`src/hw/acsw_defines.vh`:
```
// Offsets, field positions, reset values and timing counts of the counter block
`ifndef ACSW_DEFINES_VH
`define ACSW_DEFINES_VH
// Register indices; the byte address on the bus is four times the index
`define ACSW_IDX_INTCTL 8'h0b
`define ACSW_IDX_FLAGS 8'h0c
`define ACSW_IDX_CNTLO 8'h0e
`define ACSW_IDX_CNTHI 8'h0f
`define ACSW_IDX_CTRL 8'h10
`define ACSW_IDX_ENABLES 8'h8c
`define ACSW_IDX_SYSCFG 8'h40
`define ACSW_IDX_PORT 8'h41
// Counter control fields
`define ACSW_CTRL_RUN 0
`define ACSW_CTRL_EXTCLK 1
`define ACSW_CTRL_SYNCN 2
`define ACSW_CTRL_OSCEN 3
`define ACSW_CTRL_PS_LO 4
`define ACSW_CTRL_PS_HI 5
`define ACSW_CTRL_GATE 6
`define ACSW_CTRL_RESET 8'h00
`define ACSW_CTRL_MASK 8'h7f
// Interrupt control and flag fields
`define ACSW_INT_GLOBAL 7
`define ACSW_INT_PERIPH 6
`define ACSW_FLAG_OVF 0
// Timing: 100 MHz core clock
`define ACSW_CLK_MHZ 100
`define ACSW_OSC_MAX_KHZ 37
`endif

```
`src/hw/acsw_counter.v`:
```
// Asynchronous-capable 16-bit counter with sleep wake, on AHB-Lite
//
// Implementation choice: register access over AHB-Lite.
`timescale 1ns/1ps
`include "acsw_defines.vh"
// ===========================================
// Register map, one byte per word, byte address is four times the index
//   0x0b interrupt_control: bit 7 global enable, bit 6 peripheral enable
//   0x0c peripheral_irq_flags: bit 0 overflow flag, set by hardware
//   0x0e count_low_byte, 0x0f count_high_byte: no reset, kept over resets
//   0x10 counter_control: run, clock select, bypass, oscillator, prescale, gate
//   0x8c peripheral_irq_enables: bit 0 overflow interrupt enable
//   0x40 system configuration: bit 0 system clock is the internal oscillator
//   0x41 port view: pin levels in bits 1:0, directions in bits 5:4
// Reads take one wait state, writes none; the response is always OKAY.
// Limitation: a count write that meets an increment keeps the written byte
// and drops the increment, so software should stop the counter first.
module acsw_counter (
   input wire clk,
   input wire reset_n,
   input wire por_n,
   input wire hsel,
   input wire [31:0] haddr,
   input wire [1:0] htrans,
   input wire hwrite,
   input wire [2:0] hsize,
   input wire [31:0] hwdata,
   input wire hready,
   output reg [31:0] hrdata,
   output reg hreadyout,
   output reg hresp,
   input wire ext_clk_pin,
   input wire osc_in_pin,
   output reg osc_out_pin,
   input wire gate_n_pin,
   input wire sleep_active,
   input wire port_pin4,
   input wire port_pin5,
   output reg pin4_direction,
   output reg pin5_direction,
   output reg wake_q,
   output reg irq_vector_q,
   output reg osc_fault_q
);
   // ===========================================
   // Register state
   reg [7:0] ctrl_q;
   reg [7:0] intctl_q;
   reg [7:0] enables_q;
   reg flag_q;
   reg [15:0] count_q;
   reg [2:0] presc_q;
   reg sysclk_internal_q;
   reg dir4_q;
   reg dir5_q;
   reg [7:0] addr_q;
   reg wr_q;
   reg rd_q;
   reg prev_clk_q;
   wire ext_sync;
   wire osc_sync;
   wire pin4_sync;
   wire pin5_sync;
   wire gate_n_sync;
   wire [4:0] pin_raw;
   wire [4:0] pin_sync;
   genvar gi;
   // ===========================================
   // Pin synchronisers: every pin lane gets the same three-stage filter
   assign pin_raw = {gate_n_pin, port_pin5, port_pin4, osc_in_pin, ext_clk_pin};
   generate
      for (gi = 0; gi < 5; gi = gi + 1) begin : g_sync
         acsw_sync3 u_sync (
            .clk(clk),
            .reset_n(reset_n),
            .din(pin_raw[gi]),
            .dout_q(pin_sync[gi])
         );
      end
   endgenerate
   // Lane order must match the concatenation above
   assign ext_sync = pin_sync[0];
   assign osc_sync = pin_sync[1];
   assign pin4_sync = pin_sync[2];
   assign pin5_sync = pin_sync[3];
   assign gate_n_sync = pin_sync[4];
   // ===========================================
   // Clock source and mode decode
   wire osc_ok = ctrl_q[`ACSW_CTRL_OSCEN] & sysclk_internal_q;
   wire src_lvl = osc_ok ? osc_sync : ext_sync;
   wire async_mode = ctrl_q[`ACSW_CTRL_EXTCLK] & ctrl_q[`ACSW_CTRL_SYNCN];
   wire gate_ok = ~ctrl_q[`ACSW_CTRL_GATE] | ~gate_n_sync;
   wire run = ctrl_q[`ACSW_CTRL_RUN] & gate_ok;
   wire src_rise = src_lvl & ~prev_clk_q;
   // Internal mode ticks every core cycle; sleep halts all but async
   wire tick_raw = ctrl_q[`ACSW_CTRL_EXTCLK] ? src_rise : 1'b1;
   wire may_run = run & (~sleep_active | async_mode);
   wire [1:0] ps = ctrl_q[`ACSW_CTRL_PS_HI:`ACSW_CTRL_PS_LO];
   reg [2:0] ps_mask;
   // Prescale mask: one, two, four or eight source edges per increment
   always @* begin
      case (ps)
         2'd0: ps_mask = 3'd0;
         2'd1: ps_mask = 3'd1;
         2'd2: ps_mask = 3'd3;
         default: ps_mask = 3'd7;
      endcase
   end
   wire ps_hit = (presc_q & ps_mask) == ps_mask;
   wire tick = may_run & tick_raw;
   wire inc = tick & ps_hit;
   wire ovf = inc & (count_q == 16'hffff);
   // ===========================================
   // Bus address phase decode
   wire take = hsel & hready & htrans[1];
   wire wr_lo = wr_q & (addr_q == `ACSW_IDX_CNTLO);
   wire wr_hi = wr_q & (addr_q == `ACSW_IDX_CNTHI);
   wire wr_flags = wr_q & (addr_q == `ACSW_IDX_FLAGS);
   // ===========================================
   // Read mux: count read straight from count_q, so the two byte reads can tear
   reg [7:0] rd_d;
   always @* begin
      rd_d = 8'h00;
      if (addr_q == `ACSW_IDX_INTCTL) begin
         rd_d = intctl_q;
      end else if (addr_q == `ACSW_IDX_FLAGS) begin
         rd_d = {7'h00, flag_q};
      end else if (addr_q == `ACSW_IDX_CNTLO) begin
         rd_d = count_q[7:0];
      end else if (addr_q == `ACSW_IDX_CNTHI) begin
         rd_d = count_q[15:8];
      end else if (addr_q == `ACSW_IDX_CTRL) begin
         rd_d = ctrl_q & `ACSW_CTRL_MASK;
      end else if (addr_q == `ACSW_IDX_ENABLES) begin
         rd_d = enables_q;
      end else if (addr_q == `ACSW_IDX_SYSCFG) begin
         rd_d = {7'h00, sysclk_internal_q};
      end else if (addr_q == `ACSW_IDX_PORT) begin
         // Pins held by the oscillator read low, directions high
         rd_d = {2'b00, dir5_q | osc_ok, dir4_q | osc_ok, 2'b00,
                 pin5_sync & ~osc_ok, pin4_sync & ~osc_ok};
      end
   end
   // ===========================================
   // AHB-Lite slave: writes without wait, reads with one, always OKAY
   always @(posedge clk or negedge reset_n) begin
      if (!reset_n) begin
         addr_q <= 8'h00;
         wr_q <= 1'b0;
         rd_q <= 1'b0;
         hrdata <= 32'h0000_0000;
         hreadyout <= 1'b1;
         hresp <= 1'b0;
      end else begin
         wr_q <= take & hwrite;
         rd_q <= take & ~hwrite;
         if (take) begin
            addr_q <= haddr[9:2]; // Word index; byte lanes are not decoded
         end
         // The mux decodes the latched index, so read data is registered one
         // edge later; the wait state also lets a just-written value be seen
         hreadyout <= ~(take & ~hwrite);
         hresp <= 1'b0;
         hrdata <= 32'h0000_0000;
         if (rd_q) begin
            hrdata <= {24'h00_0000, rd_d};
         end
      end
   end
   // ===========================================
   // Control and configuration registers; POR and brown-out only
   wire wr_ctrl = wr_q & (addr_q == `ACSW_IDX_CTRL);
   wire wr_intctl = wr_q & (addr_q == `ACSW_IDX_INTCTL);
   wire wr_enables = wr_q & (addr_q == `ACSW_IDX_ENABLES);
   wire wr_syscfg = wr_q & (addr_q == `ACSW_IDX_SYSCFG);
   wire wr_port = wr_q & (addr_q == `ACSW_IDX_PORT);
   // Counter control; a device reset leaves the mode untouched
   always @(posedge clk or negedge por_n) begin
      if (!por_n) begin
         ctrl_q <= `ACSW_CTRL_RESET;
      end else if (wr_ctrl) begin
         ctrl_q <= hwdata[7:0] & `ACSW_CTRL_MASK;
      end
   end
   // Interrupt control: bit 7 global enable, bit 6 peripheral enable
   always @(posedge clk or negedge por_n) begin
      if (!por_n) begin
         intctl_q <= 8'h00;
      end else if (wr_intctl) begin
         intctl_q <= hwdata[7:0];
      end
   end
   // Interrupt enables: bit 0 arms the overflow request
   always @(posedge clk or negedge por_n) begin
      if (!por_n) begin
         enables_q <= 8'h00;
      end else if (wr_enables) begin
         enables_q <= hwdata[7:0];
      end
   end
   // System clock source; the shared oscillator needs the internal one
   always @(posedge clk or negedge por_n) begin
      if (!por_n) begin
         sysclk_internal_q <= 1'b1;
      end else if (wr_syscfg) begin
         sysclk_internal_q <= hwdata[0];
      end
   end
   // Port directions; overridden while the oscillator holds the pins
   always @(posedge clk or negedge por_n) begin
      if (!por_n) begin
         dir4_q <= 1'b1;
         dir5_q <= 1'b1;
      end else if (wr_port) begin
         dir4_q <= hwdata[4];
         dir5_q <= hwdata[5];
      end
   end
   // ===========================================
   // Count register; no reset, so it survives every reset
   // A byte write beats a same-cycle increment: the increment is lost,
   // which is why software is asked to stop the counter before writing
   always @(posedge clk) begin
      if (wr_lo) begin
         count_q[7:0] <= hwdata[7:0];
      end else if (wr_hi) begin
         count_q[15:8] <= hwdata[7:0];
      end else if (inc) begin
         count_q <= count_q + 16'h0001; // wraps to zero
      end
   end
   // ===========================================
   // Source edge detector; resets low to match the idle pin level, so no
   // false edge follows reset
   always @(posedge clk or negedge reset_n) begin
      if (!reset_n) begin
         prev_clk_q <= 1'b0;
      end else begin
         prev_clk_q <= src_lvl;
      end
   end
   // Prescaler: any count byte write starts the division afresh
   always @(posedge clk or negedge reset_n) begin
      if (!reset_n) begin
         presc_q <= 3'd0;
      end else if (wr_lo | wr_hi) begin
         presc_q <= 3'd0;
      end else if (tick) begin
         presc_q <= ps_hit ? 3'd0 : presc_q + 3'd1;
      end
   end
   // Overflow flag: set beats a same-cycle clear; enables not involved
   always @(posedge clk or negedge reset_n) begin
      if (!reset_n) begin
         flag_q <= 1'b0;
      end else if (ovf) begin
         flag_q <= 1'b1;
      end else if (wr_flags) begin
         flag_q <= hwdata[`ACSW_FLAG_OVF];
      end
   end
   // ===========================================
   // Wake and vector requests; plain levels that follow the flag, so they
   // drop once software clears it in its service routine, or clears a bit that gates them
   always @(posedge clk or negedge reset_n) begin
      if (!reset_n) begin
         wake_q <= 1'b0;
         irq_vector_q <= 1'b0;
      end else begin
         // Wake needs run, overflow enable and peripheral enable
         wake_q <= flag_q & ctrl_q[`ACSW_CTRL_RUN] & enables_q[0]
                   & intctl_q[`ACSW_INT_PERIPH];
         // Vector only with global enable; else resume after sleep
         irq_vector_q <= flag_q & enables_q[0] & intctl_q[`ACSW_INT_PERIPH]
                         & intctl_q[`ACSW_INT_GLOBAL];
      end
   end
   // ===========================================
   // Oscillator drive, port directions and the configuration fault
   always @(posedge clk or negedge reset_n) begin
      if (!reset_n) begin
         osc_out_pin <= 1'b0;
         pin4_direction <= 1'b1;
         pin5_direction <= 1'b1;
         osc_fault_q <= 1'b0;
      end else begin
         // Inverting amplifier drive keeps running in sleep
         osc_out_pin <= osc_ok & ~osc_sync;
         pin4_direction <= dir4_q | osc_ok;
         pin5_direction <= dir5_q | osc_ok;
         osc_fault_q <= ctrl_q[`ACSW_CTRL_OSCEN] & ~sysclk_internal_q;
      end
   end
endmodule // acsw_counter

```
`src/hw/acsw_sync3.v`:
```
// Three-stage pin synchroniser with agreement filter
`timescale 1ns/1ps
module acsw_sync3 (
   input wire clk,
   input wire reset_n,
   input wire din,
   output reg dout_q
);
   reg s1_q;
   reg s2_q;
   reg s3_q;
   // ===========================================
   // Shift chain; stage one feeds only stage two
   always @(posedge clk or negedge reset_n) begin
      if (!reset_n) begin
         s1_q <= 1'b0;
         s2_q <= 1'b0;
         s3_q <= 1'b0;
         dout_q <= 1'b0;
      end else begin
         s1_q <= din;
         s2_q <= s1_q;
         s3_q <= s2_q;
         if (s2_q == s3_q) begin
            dout_q <= s3_q; // Level changes once two stages agree
         end
      end
   end
endmodule // acsw_sync3

```
`config.mk`:
```
export PLATFORM = sky130hd
export DESIGN_NAME = acsw_counter
export DESIGN_NICKNAME = d
export VERILOG_FILES = /design/src/hw/acsw_counter.v /design/src/hw/acsw_sync3.v
export VERILOG_INCLUDE_DIRS = /design/src /design/src/hw
export SDC_FILE = /design/constraint.sdc
export NUM_CORES = 1
export LEC_CHECK = 0
export BUFFER_PORTS_ARGS = -buffer_cell sky130_fd_sc_hd__buf_2
export CAP_MARGIN = 20
export CORE_AREA = 2 2 76 114
export DETAILED_ROUTE_END_ITERATION = 8
export DIE_AREA = 0 0 78 116
export PLACE_DENSITY_LB_ADDON = 0.12
export SYNTH_ARGS = -nofsm -noshare
export SYNTH_HDL_FRONTEND = slang
export SYNTH_SLANG_ARGS = --single-unit
export TNS_END_PERCENT = 30
```
`constraint.sdc`:
```
create_clock -name clk -period 5.2 [get_ports clk]
set_input_delay 0.52 -clock clk [delete_from_list [all_inputs] [get_ports clk]]
set_output_delay 0.52 -clock clk [all_outputs]
set_load 0.05 [all_outputs]
```
==> results by group <==
Run status
  • Status: finished clean

Drt
  • # DRC: 0
  • Routed len/inst: 17.9 um
  • Via count: 2,841
  • Via density per instance: 5.52
  • TritonRoute pass-1 iters: 4
  • DRT antenna net count: 0
  • Final wirelength: about 9200 um
  • DR iter-0 viols: 154

Logic synthesis
  • Area leader, netlist: dfrtp_1
  • Yosys top cell area share: 41.2%
  • Post-synthesis cell count: between 300 and 400
  • Post-Synth Adder-Cell Area: 1.77%
  • Mux cell area share after synthesis: 10.7%
  • Post-synth EDFFs: 16
  • Seq/Total Area, Yosys: 56.3%
  • Synth Area in Compound Gates: a little under 9%
  • Largest family of logic cells by synthesized area: simple AND/OR/NAND/NOR gates
  • Seq cells post-synth: 92
  • Syn Std Cell Area: 0.00425 mm2
  • Synthesized area per cell: 11.8 um2
  • Simple logic cell fraction of the synthesized area: 13.6%
  • Main area contributors after synthesis: dfrtp_1 41%, edfxtp_1 11%, mux2_2 9.5%, buf_4 4.4%, dfstp_2 3.7%
  • Post-synth ARST share: between 80 and 90%
  • Synth Warn #: 0
  • Xor-xnor portion of the synthesized cell area: 2.89%
  • Unique cell type count in the Yosys netlist: 49
  • Ys flop type: dfrtp_1

Worst setup path
  • R2R cell count: 4
  • Crit Path Max Fanout: 16
  • CP Launch Type: flip-flop
  • Critical path arrival: 2710 ps
  • Critical path capture point type: flip-flop
  • Crit Path Category: flip-flop to flip-flop
  • Req. time, crit path: about 5200 ps

Clock tree
  • Post-CTS Setup Bufs: 0
  • Clock sinks: 92
  • Hold buffer count at cts: 0
  • Clock Latency Late Sink: 340 ps
  • Root buf cell: clkbuf_16
  • Post-CTS sizing: 0
  • CTS max path bufs: 2
  • Clk pin slew, worst setup/hold paths: about 70 ps
  • Total CTS buffers: 9
  • Htree depth: 3
  • CTS tree: built

STA
  • RSZ-0062 raised after global routing: no
  • Fmax achieved: 370 MHz
  • Setup TNS: 0 ps
  • Final period util: 52.0%
  • Endpoints failing hold: 0
  • Tmin final: 2700 ps
  • Setup violations, final: 0
  • Slew HR: 43.0%
  • Worst Max-Slew Pin Slew: 855 ps
  • Worst Clk Skew: around 5.7 ps
  • Final-report max-slew violation count: 0
  • Final worst slack: 2500 ps

Die
  • Initial Util: 53.0%
  • Die Area: just over 0.009 mm2
  • Core ar.: roughly 0.008 mm2
  • Die width: 78 um
  • Chip height: 116 um
  • Rows: 40
  • I/O Pins: 121

Finish
  • Total Nets Final: about 490
  • N_diodes: 0
  • Synth-to-layout area growth: 13.3%
  • Fin util: between 60% and 70%
  • Finished Layout Cells: 515
  • Fraction of layout cells with a size suffix above 1: 26.1%
  • Fill count: 710

Global route
  • GRT overflow: 0
  • Pin count of the biggest net entering global routing: just over 50
  • Vias in the first global route: 2,810
  • First-pass GRT wire length: approximately 15,000 um
  • Initial antenna violation count: 0
  • Global Route Usage Sum: between 20% and 30%

Worst hold path
  • Hold/Removal Path Class: input pin to asynchronous set/reset pin

Power and ir drop
  • Tot Pwr: about 1.8 mW
  • Leak: 2.04 nW
  • Peak supply drop: roughly 0.00024 V
  • Power Density: 366 mW/mm2

Place
  • Final HPWL DP: approximately 6600 um
  • Place WS: 2450 ps
  • DP Cell Count: 498
  • GPL Wtd Cong: 0.890
  • Port Buffers: 43

Flow run
  • # Max-Cap Violations: 0
==> area by class of cell <==
cell class                 count  area (um2)  share of cell area (%)
sequential                    92        2390                    49.7
multi-input combinational    250        1690                    35.2
clock buffer                  11         264                    5.49
timing repair buffer          44         235                    4.89
tap                          105         131                    2.73
clock inverter                 5        66.3                    1.38
inverter                       8        30.0                   0.624
==> cell families after synthesis <==
logic type               after synthesis
AO/OA/AOI/OAI                         56
multiplexers                          41
other                                  1
XOR/XNOR                              14
AND/OR/NAND/NOR                      107
adder cells (fa/ha/maj)                7
flip-flops                            92
buffers and inverters                 42
==> sequential cells by signal, summed over array words and instances, names as in the netlist, 3 cells and up <==
| signal | flops |
|---|---|
| ctrl_q | 7 |
| addr_q | 8 |
| count_q | 16 |
| presc_q | 3 |
| intctl_q | 8 |
| hrdata | 8 |
| enables_q | 8 |
| g_sync.u_sync.s2_q | 5 |
| g_sync.u_sync.s1_q | 5 |
| g_sync.u_sync.dout_q | 5 |
| g_sync.u_sync.s3_q | 5 |
==> power by group <==
| part | total [mW] | internal (mW) | switching, mW |
|---|---|---|---|
| registers | 0.853 | 0.788 | 0.0648 |
| clock network | 0.697 | 0.420 | 0.278 |
| logic | 0.211 | 0.0787 | 0.132 |
| total | 1.76 | 1.29 | 0.475 |
==> placed cells by master, fill, tap and decap left out, drive strengths merged, types with 6 or more instances in the layout <==
master / n
dfrtp: 70
buf: 44
mux2: 36
nor2: 29
nand2: 26
a21oi: 25
conb: 25
edfxtp: 16
nand3: 12
clkbuf: 11
xnor2: 9
inv: 9
nand4: 6
a22oi: 6
dfstp: 6
==> worst paths after layout <==
| kind | start | endpoint | slack [ps] |
|---|---|---|---|
| worst max-delay path | addr_q[4]$_DFFE_PN0P_ | count_q[5]$_DFFE_PP_ | 2500 |
| worst min register to register | g_sync[2].u_sync.s1_q$_DFF_PN0_ | g_sync[2].u_sync.s2_q$_DFF_PN0_ | 350 |
| worst max register to register | addr_q[4]$_DFFE_PN0P_ | count_q[5]$_DFFE_PP_ | 2500 |
| max in group asynchronous | reset_n | hreadyout$_DFF_PN1_ | 4610 |
| min in group clk | gate_n_pin | g_sync[4].u_sync.s1_q$_DFF_PN0_ | 280 |
| worst min-delay path | reset_n | wake_q$_DFF_PN0_ | 30 |
==> worst max-delay path, stage by stage (launching register included) <==
cell and delay (ps):
dfrtp_1 430, or4b_4 570, nor4b_2 510, nand2b_1 440, nand2_1 420
==> metrics by stage <==
stage,cell area (um2),hold slack [ps]
after global placement,4460,332
after detailed placement,4460,336
after global routing,4810,30.1
after floorplan,4340,224
final,4810,31.9
after CTS,4790,191
==> layer usage <==
| layer | GRT usage, % | part of all wire, % | up-vias |
|---|---|---|---|
| met5 | 0 | 0 | - |
| met4 | 7.84 | 2.1 | 0 |
| met3 | 5.14 | 4.9 | 16 |
| met2 | 37.8 | 52 | 85 |
| met1 | 27.5 | 41 | 1400 |
| li1 | - | - | 1340 |
==> cells in the mapped netlist (all sizes together), types with 2 or more instances <==
cell type  number
xor2            5
nand3b          2
mux2i           5
nor4b           3
a32oi           5
nor2b           5
dfrtp          70
maj3            5
nand3          12
buf            27
a21oi          25
mux2           36
a22oi           6
nor2           29
inv             8
and2            3
clkbuf          7
a222oi          2
ha              2
dfstp           6
nand2b          5
nand2          26
nand4           6
a221oi          2
and4            3
o22ai           3
o31ai           2
and3            2
a32o            2
nor3b           4
nor4            3
o21ai           3
edfxtp         16
xnor2           9
(Power assumes the default switching activity.)
